### config.mk
export PLATFORM = sky130hd
export DESIGN_NAME = dfd_top
export DESIGN_NICKNAME = d
export VERILOG_FILES = /design/src/include/dfd_pkg.sv /design/src/rtl/dfd_top.sv /design/src/rtl/dfd_sync.sv /design/src/rtl/dfd_decode.sv
export SDC_FILE = /design/constraint.sdc
export NUM_CORES = 1
export LEC_CHECK = 0
export ABC_CLOCK_PERIOD_IN_PS = 2930
export BUFFER_PORTS_ARGS = -buffer_cell sky130_fd_sc_hd__clkbuf_2
export CORE_MARGIN = 2
export CORE_UTILIZATION = 40
export DETAILED_ROUTE_END_ITERATION = 12
export GPL_TIMING_DRIVEN = 0
export PLACE_DENSITY = 0.7
export REMOVE_ABC_BUFFERS = 1
export SLEW_MARGIN = 20
export SYNTH_ARGS = -nofsm -noshare
export SYNTH_HDL_FRONTEND = slang
export SYNTH_SLANG_ARGS = --single-unit
export TNS_END_PERCENT = 10
### constraint.sdc
create_clock -name clk_i -period 2.93 [get_ports clk_i]
set_input_delay 0.586 -clock clk_i [delete_from_list [all_inputs] [get_ports clk_i]]
set_output_delay 0.586 -clock clk_i [all_outputs]
set_load 0.01 [all_outputs]
### src/include/dfd_pkg.sv
// package: constants and carrier types of the dataway function decoder
package dfd_pkg;

   // ****************************************
   // timing
   // ****************************************
   localparam int CLK_NS = 10;
   localparam int STROBE_NS = 200;
   localparam int STROBE_CYC = STROBE_NS / CLK_NS;
   // a dataway cycle that stalls longer than this is abandoned
   localparam logic [7:0] WAIT_CYC = 8'(8 * STROBE_CYC);

   // ****************************************
   // function codes and sub-addresses
   // ****************************************
   localparam logic [4:0] F_READ = 5'h00;
   localparam logic [4:0] F_READ_CONV = 5'h02;
   localparam logic [4:0] F_TEST_LAM = 5'h08;
   localparam logic [4:0] F_CLR_EN = 5'h18;
   localparam logic [4:0] F_CONV = 5'h19;
   localparam logic [4:0] F_SET_EN = 5'h1A;
   localparam logic [4:0] F_TEST_BUSY = 5'h1B;
   localparam logic [3:0] A_CH1 = 4'h0;
   localparam logic [3:0] A_CH2 = 4'h1;
   localparam logic [3:0] A_BOTH = 4'h2;
   localparam logic [3:0] A_LAM_ALT = 4'hF;

   // ****************************************
   // register map and fields
   // ****************************************
   localparam logic [7:0] REG_CTRL = 8'h00;
   localparam logic [7:0] REG_STAT = 8'h04;
   localparam logic [7:0] REG_IRQ_STAT = 8'h08;
   localparam logic [7:0] REG_IRQ_EN = 8'h0C;
   localparam logic [7:0] REG_IRQ_CLR = 8'h10;
   localparam logic [7:0] REG_LAST = 8'h14;
   localparam int CTRL_OFFLINE = 0;
   localparam logic CTRL_RST = 1'b0;
   localparam logic [3:0] IRQ_EN_RST = 4'h0;
   localparam int IRQ_W = 4;
   localparam int IRQ_ACC = 0;
   localparam int IRQ_REJ = 1;
   localparam int IRQ_CONV = 2;
   localparam int IRQ_Z = 3;

   // ****************************************
   // carrier types
   // ****************************************
   typedef struct packed {
      logic n;
      logic [4:0] f;
      logic [3:0] a;
   } dw_cmd_type;

   typedef struct packed {
      logic hit;
      logic q;
      logic rd;
      logic rch;
      logic [1:0] start;
      logic en_set;
      logic en_clr;
   } dw_dec_type;

   typedef enum logic [1:0] {
      DW_IDLE,
      DW_S1,
      DW_S2
   } dw_state_type;

endpackage

### src/rtl/dfd_top.sv
// module: dataway function decoder for a two-channel converter station
// Notes on behaviour
// RULE1 - every function and sub-address bit is compared; unknown pairs do nothing.
// RULE2 - X is raised for exactly the implemented function and sub-address pairs.
// RULE3 - the five function bits give 32 codes and the sub-address picks within the station.
// RULE4 - F0 and F2 at A0/A1 return that channel's result, F2 also starts it, Q is its busy.
// RULE5 - F25 starts channel 1 at A0, channel 2 at A1, both at A2, Q is busy or their OR.
// RULE6 - F2 and F25 start nothing in a cycle whose Q answer is 0.
// RULE7 - F8 tests LAM, F24 clears and F26 sets the LAM enable, at A0 and at A15.
// RULE8 - the controller gives S1 then S2, each 200 ns, in every dataway cycle.
// RULE9 - Z returns the dataway state, LAM enable and pending completions included, to its initial state; bus registers are kept.
// RULE10 - Q serves as the condition answer, mainly busy or LAM state.
// RULE11 - F27 at A0/A1 moves no data and answers the channel's busy on Q.
// RULE12 - the LAM line is high only while a completion is pending and LAM is enabled.
`timescale 1ns/1ps
`default_nettype none
module dfd_top (
   input wire logic clk_i,
   input wire logic rst_i,
   input wire logic wb_cyc_i,
   input wire logic wb_stb_i,
   input wire logic wb_we_i,
   input wire logic [7:0] wb_adr_i,
   input wire logic [3:0] wb_sel_i,
   input wire logic [31:0] wb_dat_i,
   output logic [31:0] wb_dat_o,
   output logic wb_ack_o,
   output logic irq_o,
   input wire logic dw_n_i,
   input wire logic [4:0] dw_f_i,
   input wire logic [3:0] dw_a_i,
   input wire logic dw_s1_i,
   input wire logic dw_s2_i,
   input wire logic dw_z_i,
   output logic [23:0] dw_r_o,
   output logic dw_x_o,
   output logic dw_q_o,
   output logic dw_lam_o,
   input wire logic [1:0] adc_busy_i,
   input wire logic [1:0] adc_done_i,
   input wire logic [11:0] adc_res0_i,
   input wire logic [11:0] adc_res1_i,
   output logic [1:0] adc_start_o
);

   // ****************************************
   // state
   // ****************************************
   typedef struct packed {
      dfd_pkg::dw_state_type st;
      logic [7:0] cnt;
      dfd_pkg::dw_cmd_type cmd;
      dfd_pkg::dw_dec_type dec;
      logic x;
      logic q;
      logic [23:0] r;
      logic [1:0] start;
      logic lam_en;
      logic [1:0] pend;
      logic offline;
      logic [3:0] irq_st;
      logic [3:0] irq_en;
      logic ack;
      logic [31:0] dat;
      logic s1d;
      logic s2d;
      logic zd;
   } dfd_regs_type;

   dfd_regs_type st;
   dfd_regs_type next_st;

   // ****************************************
   // pin synchronisers and decode
   // ****************************************
   logic [12:0] pin_raw;
   logic [12:0] pin_syn;
   dfd_pkg::dw_cmd_type cmd_now;
   dfd_pkg::dw_dec_type dec_now;
   logic s1;
   logic s2;
   logic z;
   logic s1_rise;
   logic s2_rise;
   logic z_rise;
   logic wb_go;
   logic [3:0] ev;
   logic [3:0] clr;

   assign pin_raw = {dw_n_i, dw_f_i, dw_a_i, dw_s1_i, dw_s2_i, dw_z_i};

   dfd_sync #(
      .W(13)
   ) u_sync (
      .clk_i(clk_i),
      .rst_i(rst_i),
      .d_i(pin_raw),
      .q_o(pin_syn)
   );

   assign cmd_now = pin_syn[12:3];
   assign s1 = pin_syn[2];
   assign s2 = pin_syn[1];
   assign z = pin_syn[0];
   // strobes are used only through their rising edges [RULE8]
   assign s1_rise = s1 & ~st.s1d;
   assign s2_rise = s2 & ~st.s2d;
   assign z_rise = z & ~st.zd;

   dfd_decode u_dec (
      .cmd_i(cmd_now),
      .busy_i(adc_busy_i),
      .lam_i(dw_lam_o),
      .dec_o(dec_now)
   );

   // ****************************************
   // dataway sequencing and bus slave
   // ****************************************
   always_comb begin
      next_st = st;
      next_st.start = 2'b00;
      next_st.s1d = s1;
      next_st.s2d = s2;
      next_st.zd = z;
      ev = 4'h0;
      clr = 4'h0;
      unique case (st.st)
         dfd_pkg::DW_IDLE: begin
            // an offline station accepts no dataway cycle, but Z still resets it
            if (s1_rise && cmd_now.n && !st.offline) begin
               next_st.cmd = cmd_now;
               next_st.dec = dec_now;
               next_st.x = dec_now.hit; // [RULE2]
               next_st.q = dec_now.q; // [RULE10]
               next_st.cnt = 8'h00;
               next_st.r = 24'h000000;
               if (dec_now.rd) begin
                  next_st.r = {12'h000, dec_now.rch ? adc_res1_i : adc_res0_i}; // [RULE4]
               end
               ev[dfd_pkg::IRQ_ACC] = dec_now.hit;
               ev[dfd_pkg::IRQ_REJ] = ~dec_now.hit;
               next_st.st = dfd_pkg::DW_S1;
            end
         end
         dfd_pkg::DW_S1: begin
            if (s2_rise) begin
               // actions only for a pair that was accepted [RULE1]
               if (st.x) begin
                  next_st.start = st.dec.start; // [RULE5] [RULE6]
                  if (st.dec.en_set) begin
                     next_st.lam_en = 1'b1; // [RULE7]
                  end
                  if (st.dec.en_clr) begin
                     next_st.lam_en = 1'b0; // [RULE7]
                  end
                  if (st.dec.rd) begin
                     next_st.pend[st.dec.rch] = 1'b0;
                  end
                  ev[dfd_pkg::IRQ_CONV] = |st.dec.start;
               end
               next_st.cnt = 8'h00;
               next_st.st = dfd_pkg::DW_S2;
            end else if (st.cnt == dfd_pkg::WAIT_CYC) begin
               // a lost S2 must not leave X and Q on the backplane
               next_st.x = 1'b0;
               next_st.q = 1'b0;
               next_st.r = 24'h000000;
               next_st.st = dfd_pkg::DW_IDLE;
            end else begin
               next_st.cnt = st.cnt + 8'h01;
            end
         end
         dfd_pkg::DW_S2: begin
            if (!cmd_now.n || st.cnt == dfd_pkg::WAIT_CYC) begin
               next_st.x = 1'b0;
               next_st.q = 1'b0;
               next_st.r = 24'h000000;
               next_st.st = dfd_pkg::DW_IDLE;
            end else begin
               next_st.cnt = st.cnt + 8'h01;
            end
         end
      endcase
      // a completion in the same cycle as a read clear is kept [RULE12]
      next_st.pend = next_st.pend | adc_done_i;
      if (z_rise) begin
         // general reset of the dataway state; the last command and interrupt status are kept [RULE9]
         next_st.st = dfd_pkg::DW_IDLE;
         next_st.lam_en = 1'b0;
         next_st.pend = 2'b00;
         next_st.x = 1'b0;
         next_st.q = 1'b0;
         next_st.r = 24'h000000;
         next_st.start = 2'b00;
         ev[dfd_pkg::IRQ_Z] = 1'b1;
      end
      // single-cycle classic slave; ack is never given twice in a row
      wb_go = wb_cyc_i & wb_stb_i & ~st.ack;
      next_st.ack = wb_go;
      if (wb_go && wb_we_i && wb_sel_i[0]) begin
         unique case (wb_adr_i)
            dfd_pkg::REG_CTRL: next_st.offline = wb_dat_i[dfd_pkg::CTRL_OFFLINE];
            dfd_pkg::REG_IRQ_EN: next_st.irq_en = wb_dat_i[3:0];
            dfd_pkg::REG_IRQ_CLR: clr = wb_dat_i[3:0];
            default: begin
            end
         endcase
      end
      if (wb_go) begin
         next_st.dat = 32'h00000000;
         unique case (wb_adr_i)
            dfd_pkg::REG_CTRL: next_st.dat[0] = st.offline;
            dfd_pkg::REG_STAT: begin
               next_st.dat[7:0] = {st.q, st.x, adc_busy_i, st.pend, dw_lam_o, st.lam_en};
            end
            dfd_pkg::REG_IRQ_STAT: next_st.dat[3:0] = st.irq_st;
            dfd_pkg::REG_IRQ_EN: next_st.dat[3:0] = st.irq_en;
            dfd_pkg::REG_LAST: next_st.dat[9:0] = st.cmd;
            default: begin
            end
         endcase
      end
      // a new event beats a clear written in the same cycle
      next_st.irq_st = (st.irq_st & ~clr) | ev;
   end

   always_ff @(posedge clk_i) begin
      if (rst_i) begin
         st <= '0;
         st.offline <= dfd_pkg::CTRL_RST;
         st.irq_en <= dfd_pkg::IRQ_EN_RST;
      end else begin
         st <= next_st;
      end
   end

   // ****************************************
   // outputs
   // ****************************************
   assign wb_dat_o = st.dat;
   assign wb_ack_o = st.ack;
   assign irq_o = |(st.irq_st & st.irq_en);
   assign dw_r_o = st.r;
   assign dw_x_o = st.x;
   assign dw_q_o = st.q;
   assign dw_lam_o = st.lam_en & |st.pend; // [RULE12]
   assign adc_start_o = st.start;

   logic acc_now;
   assign acc_now = (st.st == dfd_pkg::DW_IDLE) && s1_rise && cmd_now.n && !st.offline
      && !z_rise;
endmodule
`default_nettype wire

### src/rtl/dfd_sync.sv
// module: two-stage synchroniser for the dataway pins
`timescale 1ns/1ps
`default_nettype none
module dfd_sync #(
   parameter int W = 1
) (
   input wire logic clk_i,
   input wire logic rst_i,
   input wire logic [W-1:0] d_i,
   output logic [W-1:0] q_o
);
   typedef struct packed {
      logic [W-1:0] meta;
      logic [W-1:0] stable;
   } dfd_sync_type;

   dfd_sync_type st;
   dfd_sync_type next_st;

   // the first stage feeds the second stage only
   always_comb begin
      next_st.meta = d_i;
      next_st.stable = st.meta;
   end

   always_ff @(posedge clk_i) begin
      if (rst_i) begin
         st <= '0;
      end else begin
         st <= next_st;
      end
   end

   assign q_o = st.stable;
endmodule
`default_nettype wire

### src/rtl/dfd_decode.sv
// module: function and sub-address decode with condition response
`timescale 1ns/1ps
`default_nettype none
module dfd_decode (
   input wire dfd_pkg::dw_cmd_type cmd_i,
   input wire logic [1:0] busy_i,
   input wire logic lam_i,
   output var dfd_pkg::dw_dec_type dec_o
);
   always_comb begin
      logic [1:0] sel;
      logic ch;
      logic lam_a;
      sel = cmd_i.a[0] ? 2'b10 : 2'b01;
      // full 4-bit compare, so A(3)..A(14) never alias a channel [RULE3]
      ch = (cmd_i.a == dfd_pkg::A_CH1) || (cmd_i.a == dfd_pkg::A_CH2);
      lam_a = (cmd_i.a == dfd_pkg::A_CH1) || (cmd_i.a == dfd_pkg::A_LAM_ALT);
      dec_o = '0;
      // all five function bits compared; other codes fall through [RULE1]
      case (cmd_i.f)
         dfd_pkg::F_READ, dfd_pkg::F_READ_CONV: begin
            if (ch) begin
               dec_o.hit = 1'b1;
               dec_o.rd = 1'b1;
               dec_o.rch = cmd_i.a[0];
               dec_o.q = |(busy_i & sel); // [RULE4]
               if (cmd_i.f == dfd_pkg::F_READ_CONV) begin
                  dec_o.start = sel;
               end
            end
         end
         dfd_pkg::F_TEST_LAM: begin
            dec_o.hit = lam_a;
            dec_o.q = lam_a & lam_i; // [RULE7] [RULE10]
         end
         dfd_pkg::F_CLR_EN, dfd_pkg::F_SET_EN: begin
            dec_o.hit = lam_a;
            dec_o.q = lam_a; // [RULE7]
            dec_o.en_clr = lam_a & (cmd_i.f == dfd_pkg::F_CLR_EN);
            dec_o.en_set = lam_a & (cmd_i.f == dfd_pkg::F_SET_EN);
         end
         dfd_pkg::F_CONV: begin
            if (ch) begin
               dec_o.hit = 1'b1;
               dec_o.q = |(busy_i & sel); // [RULE5]
               dec_o.start = sel;
            end else if (cmd_i.a == dfd_pkg::A_BOTH) begin
               dec_o.hit = 1'b1;
               dec_o.q = |busy_i; // [RULE5]
               dec_o.start = 2'b11;
            end
         end
         dfd_pkg::F_TEST_BUSY: begin
            dec_o.hit = ch;
            dec_o.q = ch & |(busy_i & sel); // [RULE11]
         end
         default: begin
         end
      endcase
      // a start is withheld whenever the cycle answers Q=0 [RULE6]
      if (!dec_o.q) begin
         dec_o.start = 2'b00;
      end
   end
endmodule
`default_nettype wire

## Word level (Yosys, flattened, before mapping)

Cells that the tools add are included.

| cells by class | value |
|---|---|
| multiplexer cells | 45 |
| bitwise operators | 26 |
| reduce and logical (&&, ||, !) cells | 31 |
| equality and inequality tests | 24 |
| $lt $le $gt $ge | 2 |
| add/sub/neg operators | 1 |

Operators with widths:

| operator | number |
|---|---|
| 2-to-1 mux 26 bit | 3 |
| one-hot mux 26 bit (3 select lines) | 1 |
| 2-to-1 mux 54 bit | 1 |
| 2-to-1 mux 2 bit | 18 |
| one-hot mux 10 bit (3 select lines) | 1 |
| 2-to-1 mux 12 bit | 2 |
| equality test 5 bit, second input constant | 4 |
| equality test 8 x 4 -> 1 bit, second input constant | 2 |
| equality test 8 x 5 -> 1 bit, second input constant | 2 |
| 2-to-1 mux 8 bit | 2 |
| OR reduction 2 bit | 7 |
| one-hot mux 3 bit (4 select lines) | 1 |
| bitwise AND 1 bit | 10 |
| 2-to-1 mux 10 bit | 1 |
| != test 2 bit, second input constant | 5 |
| one-hot mux 2 bit (5 select lines) | 1 |
| adder 8 x 1 -> 8 bit, second input constant | 1 |
| bitwise AND 4 bit | 2 |
| equality test 8 x 3 -> 1 bit, second input constant | 1 |
| equality test 8 bit, second input constant | 1 |
| logical NOT 8 bit | 1 |
| 2-to-1 mux 4 bit | 2 |
| inverter 1 bit | 8 |
| one-hot mux 4 bit (2 select lines) | 1 |
| other kinds (32) | 51 |

| storage, ports and cells | value |
|---|---|
| input bits | 90 |
| register bits after elaboration | 108 |
| output and inout port bits | 63 |
| logic and storage cells | 157 |

## Logic depth before layout (Yosys ltp)

| depth | value |
|---|---|
| depth after elaboration | 11 |
| gate-level depth with buffers | 8 |
| gate-level depth less buffers | 7 |

## Hierarchy

A second synthesis with hierarchy kept.

| second synthesis, totals | value |
|---|---|
| cell total of the unflattened synthesis | 510 |
| area, all modules | 4608.2 um2 |

By module, submodules not included:

| module | cells an instance | times used | sequential area each (um2) | area an instance (um2) |
|---|---|---|---|---|
| dfd_top | 422 | 1 | 1361.3 | 3653.5 |
| dfd_sync | 54 | 1 | 520.5 | 700.7 |
| dfd_decode | 34 | 1 | 0.0 | 254.0 |

## Least setup slack after synthesis

No wires, ideal clock.

| timing | value |
|---|---|
| path type | in2reg |
| start point | input wb_adr_i[0] |
| end point | register st[39] (netlist name) |
| cell stages on the path | 5 |
| path buffers | 0 |
| slack | 1.025 ns |
| arrival | 1.778 ns |
| data required time | 2.802 ns |
| setup time | 0.128 ns |
| cell sequence | nor4_1 -> nand3b_1 -> nor4_4 -> mux2i_1 -> nor2_1 |

| on the way | value |
|---|---|
| word-level cells in the longest chain between the ends | 2 |

Ends and longest elaborated chain:

| element | RTL line | text |
|---|---|---|
| from (decl) | dfd_top.sv:23 | `input wire logic [7:0] wb_adr_i,` |
| equality test 8 x 4 -> 1 bit | dfd_top.sv:202 | `unique case (wb_adr_i)` |
| AND reduction 2 bit (no line) | - |  |
| to (signal assigned) | dfd_top.sv:234 | `st <= next_st;` |
| to (decl) | dfd_top.sv:70 | `dfd_regs_type st;` |

No other way between the ends.
A chain may end at the register's enable or synchronous reset.

## Final worst setup path

| timing | value |
|---|---|
| start point | input rst_i |
| end point | register st, in the netlist dw_r_o[2] |

| on the way | value |
|---|---|
| word-level cells in the longest chain between the ends | 1 |

Ends and longest elaborated chain:

| element | RTL line | text |
|---|---|---|
| from (decl) | dfd_top.sv:19 | `input wire logic rst_i,` |
| OR reduction 2 bit (no line) | - |  |

No other way between the ends.

==> impl_metrics.tcl <==
set metrics [dict create \
    die_h_um 109.3 \
    synth_compound_area_share_pct 16.60 \
    hold_viol_final 0 \
    end_kind "register" \
    cp.arrival_ns 2.78 \
    dp.cells 663 \
    tightest_slew_ns 0.9818 \
    instances_no_fill 679 \
    min_delay_path_depth 2 \
    synth_simple_gate_area_share_pct 20.12 \
    r2r_end "dw_r_o[5]" \
    place_congestion 0.8803 \
    dieArea_sq_mm 0.01194 \
    clock_latency_ns 0.35 \
    grt_pass1_vias 3210 \
    yosysSeqAreaShare_pct 42.45 \
    nets 629 \
    finalMaxSlewViolations 0 \
    yosysMostFrequentCell "dfxtp_1" \
    synthesis.area_sq_mm 0.004433 \
    ys_top_cells_by_count "94 x dfxtp_1, 58 x buf_4, 38 x nand2_1, 35 x nor2_1, 35 x nor2b_1" \
    cts-htree-levels 3 \
    vias_per_cell 4.943 \
    cts_root_buf "clkbuf_8" \
    wl_per_cell_um 13.54 \
    syn_area_per_cell_sq_um 9.235 \
    worstHoldPathType "in2reg" \
    gr-total-overflow 0 \
    grt_max_degree 68 \
    synthArstFlopShare_pct 0 \
    ctsResizeCount 0 \
    ys_seq_elements 94 \
    start_util_pct 40.89 \
    relSlewSlack_pct 34.20 \
    post-route-min-period_ns 2.495 \
    drt-total-wl_mm 9.196 \
    finalCritPeriodShare_pct 85.16 \
    status "finished, final reports clean" \
    ant_nets 0 \
    grtUsageTotal_pct 16.01 \
    tritoncts "yes" \
    antenna_found_initial 0 \
    synth_top_flop_cell "dfxtp_1" \
    grt_pass1_wl_mm 15.01 \
    synth_edf_count 0 \
    dpl_worst_slack_ns -0.04941 \
    diodes 0 \
    rrSetupSlack_ns 0.71 \
    r2r_cells 4 \
    cts_inserted_buffers 9 \
    synthAdderAreaFrac_pct 1.411 \
    rsz0062_at_grt "false" \
    setup_slack_ns 0.4348 \
    synth.largest_area_cell "dfxtp_1" \
    worstHoldStart "dw_a_i[3]" \
    row_count 38 \
    hold_buffers 0 \
    synth.area.mux_share_pct 6.717 \
    postCtsSetupBuffers 0 \
    fp.coreArea_sq_mm 0.01084 \
    num_vias 3356 \
    ios 153 \
    cp-start-kind "input pin" \
    dr.pass1.iters 4 \
    clockBufferDepth 2 \
    critPathRequiredTime_ns 3.21 \
    critPathKind "in2reg" \
    area_delta_synth_final_pct 9.992 \
    vdd_drop_max_v 0.0002418 \
    synth_top_area_share_pct 42.45 \
    synth_top_family_by_area "simple AND/OR/NAND/NOR gates" \
    fill_cells 1050 \
    post-route-drc-count 0 \
    powerDensity_mw_per_mm2 499.6 \
    rr_startpoint "u_sync.q_o[6]" \
    fmax_mhz 400.8 \
    whs_endpoint "u_sync.next_st[6]" \
    drive_above_1_share_pct 21.89 \
    drt_iter0_drc 211 \
    crit_fanout 67 \
    drv_cap 0 \
    yosys_warnings 0 \
    synth_area_leaders "dfxtp_1 42%, buf_4 9.8%, mux2i_1 5.2%, nor2b_1 4.9%, nand2_1 3.2%" \
    chipWidth_um 109.3 \
    skew_ns 0.01152 \
    finalPower_mw 2.436 \
    synthXorXnorAreaFrac_pct 0 \
    fin_util_pct 44.98 \
    hpwlAfterDp_mm 6.733 \
    leakagePower_nw 2.067 \
    clock-sinks 94 \
    holdWs_ns 0.4351 \
    synth.distinct_cells 64 \
    clk_pin_slew_worst_paths_ns 0.09 \
    finalSetupViolations 0 \
    portBuffers 87 \
    synthesis.instances 480 \
]
## through the flow
stage	cell area (sq um)	TNS [ns]
3_5_place_dp	4656	-0.1033
4_1_cts	4876	0
3_3_place_gp	4649	-6.070
5_1_grt	4876	0
2_1_floorplan	4039	0
6_report	4876	0
## worst max-delay path, cell delays in order
cell and delay (ns):
clkbuf_4 0.42, inv_1 0.36, nand2_1 0.25, nor4b_1 0.48, nand2_1 0.40, o2bb2ai_1 0.25
## report_power, final
part,total (mW),switching [mW],internal [mW]
logic,0.172,0.101,0.0718
clock network,0.946,0.457,0.489
registers,1.32,0.0185,1.30
## layout by cell type (no fill, tap or decap), types with 4 or more instances in the layout
master	Yosys	layout
dfxtp_1	94	94
clkbuf_2	0	86
nand2_1	38	38
nor2_1	35	35
nor2b_1	35	35
conb_1	1	34
mux2i_1	23	23
a21oi_1	23	22
o21ai_0	13	13
o2bb2ai_1	12	12
inv_1	11	11
clkbuf_8	0	9
a22oi_1	7	7
and2_1	7	7
a22o_1	7	7
nand2b_1	6	6
nand3_1	6	6
nor3_1	6	6
mux2_2	6	6
and3_1	5	5
o31ai_1	5	5
ha_1	5	5
o22ai_1	4	4
nand4_1	4	4
## layer usage
layer / part of all wire [%] / track usage [%] / vias to the layer above
met5: 0 / 0 / -
met4: 0.97 / 5.244 / 0
met3: 5.4 / 3.825 / 5
met2: 48 / 25.95 / 87
met1: 45 / 20.96 / 1555
li1: - / - / 1709
## flip-flops by register name, indices dropped and copies added, names as in the netlist
signal / count
wb_ack_o: 1
adc_start_o: 2
dw_q_o: 1
dw_x_o: 1
u_sync.next_st: 13
st: 41
dw_r_o: 12
wb_dat_o: 10
u_sync.q_o: 13
## logic make-up (layout without fill, tap and decap cells)
group	after synthesis	count (layout)
AOI/OAI and AO/OA	100	100
muxes	29	29
and+or+nand+nor	163	163
buffers and inverters	88	114
adders and majority gates	5	5
other	1	34
DFF	94	94
## worst max path at each step
| stage | slack, ns | cells after the start | from | to |
|---|---|---|---|---|
| 3_3_place_gp | -0.50 | 5 | rst_i | dw_q_o |
| 3_5_place_dp | -0.05 | 6 | rst_i | dw_r_o[5] |
| 2_1_floorplan | 0.93 | 7 | st[94] | dw_q_o |
| 6_report | 0.43 | 6 | rst_i | dw_r_o[2] |
| 4_1_cts | 0.35 | 6 | rst_i | dw_r_o[5] |
| 5_1_grt | 0.15 | 6 | rst_i | dw_r_o[1] |
## area by class of cell
cell class                      count  area [sq um]  share of cell area, %
Clock buffer                       10         127.6                  2.617
Clock inverter                      6         92.59                  1.899
Inverter                           11         41.29                 0.8468
Multi-Input combinational cell    331          2120                  43.47
Sequential cell                    94          1882                  38.59
Tap cell                          140         175.2                  3.593
Timing Repair Buffer               87         437.9                  8.981
Note: power is estimated with default switching activity, not from simulation.
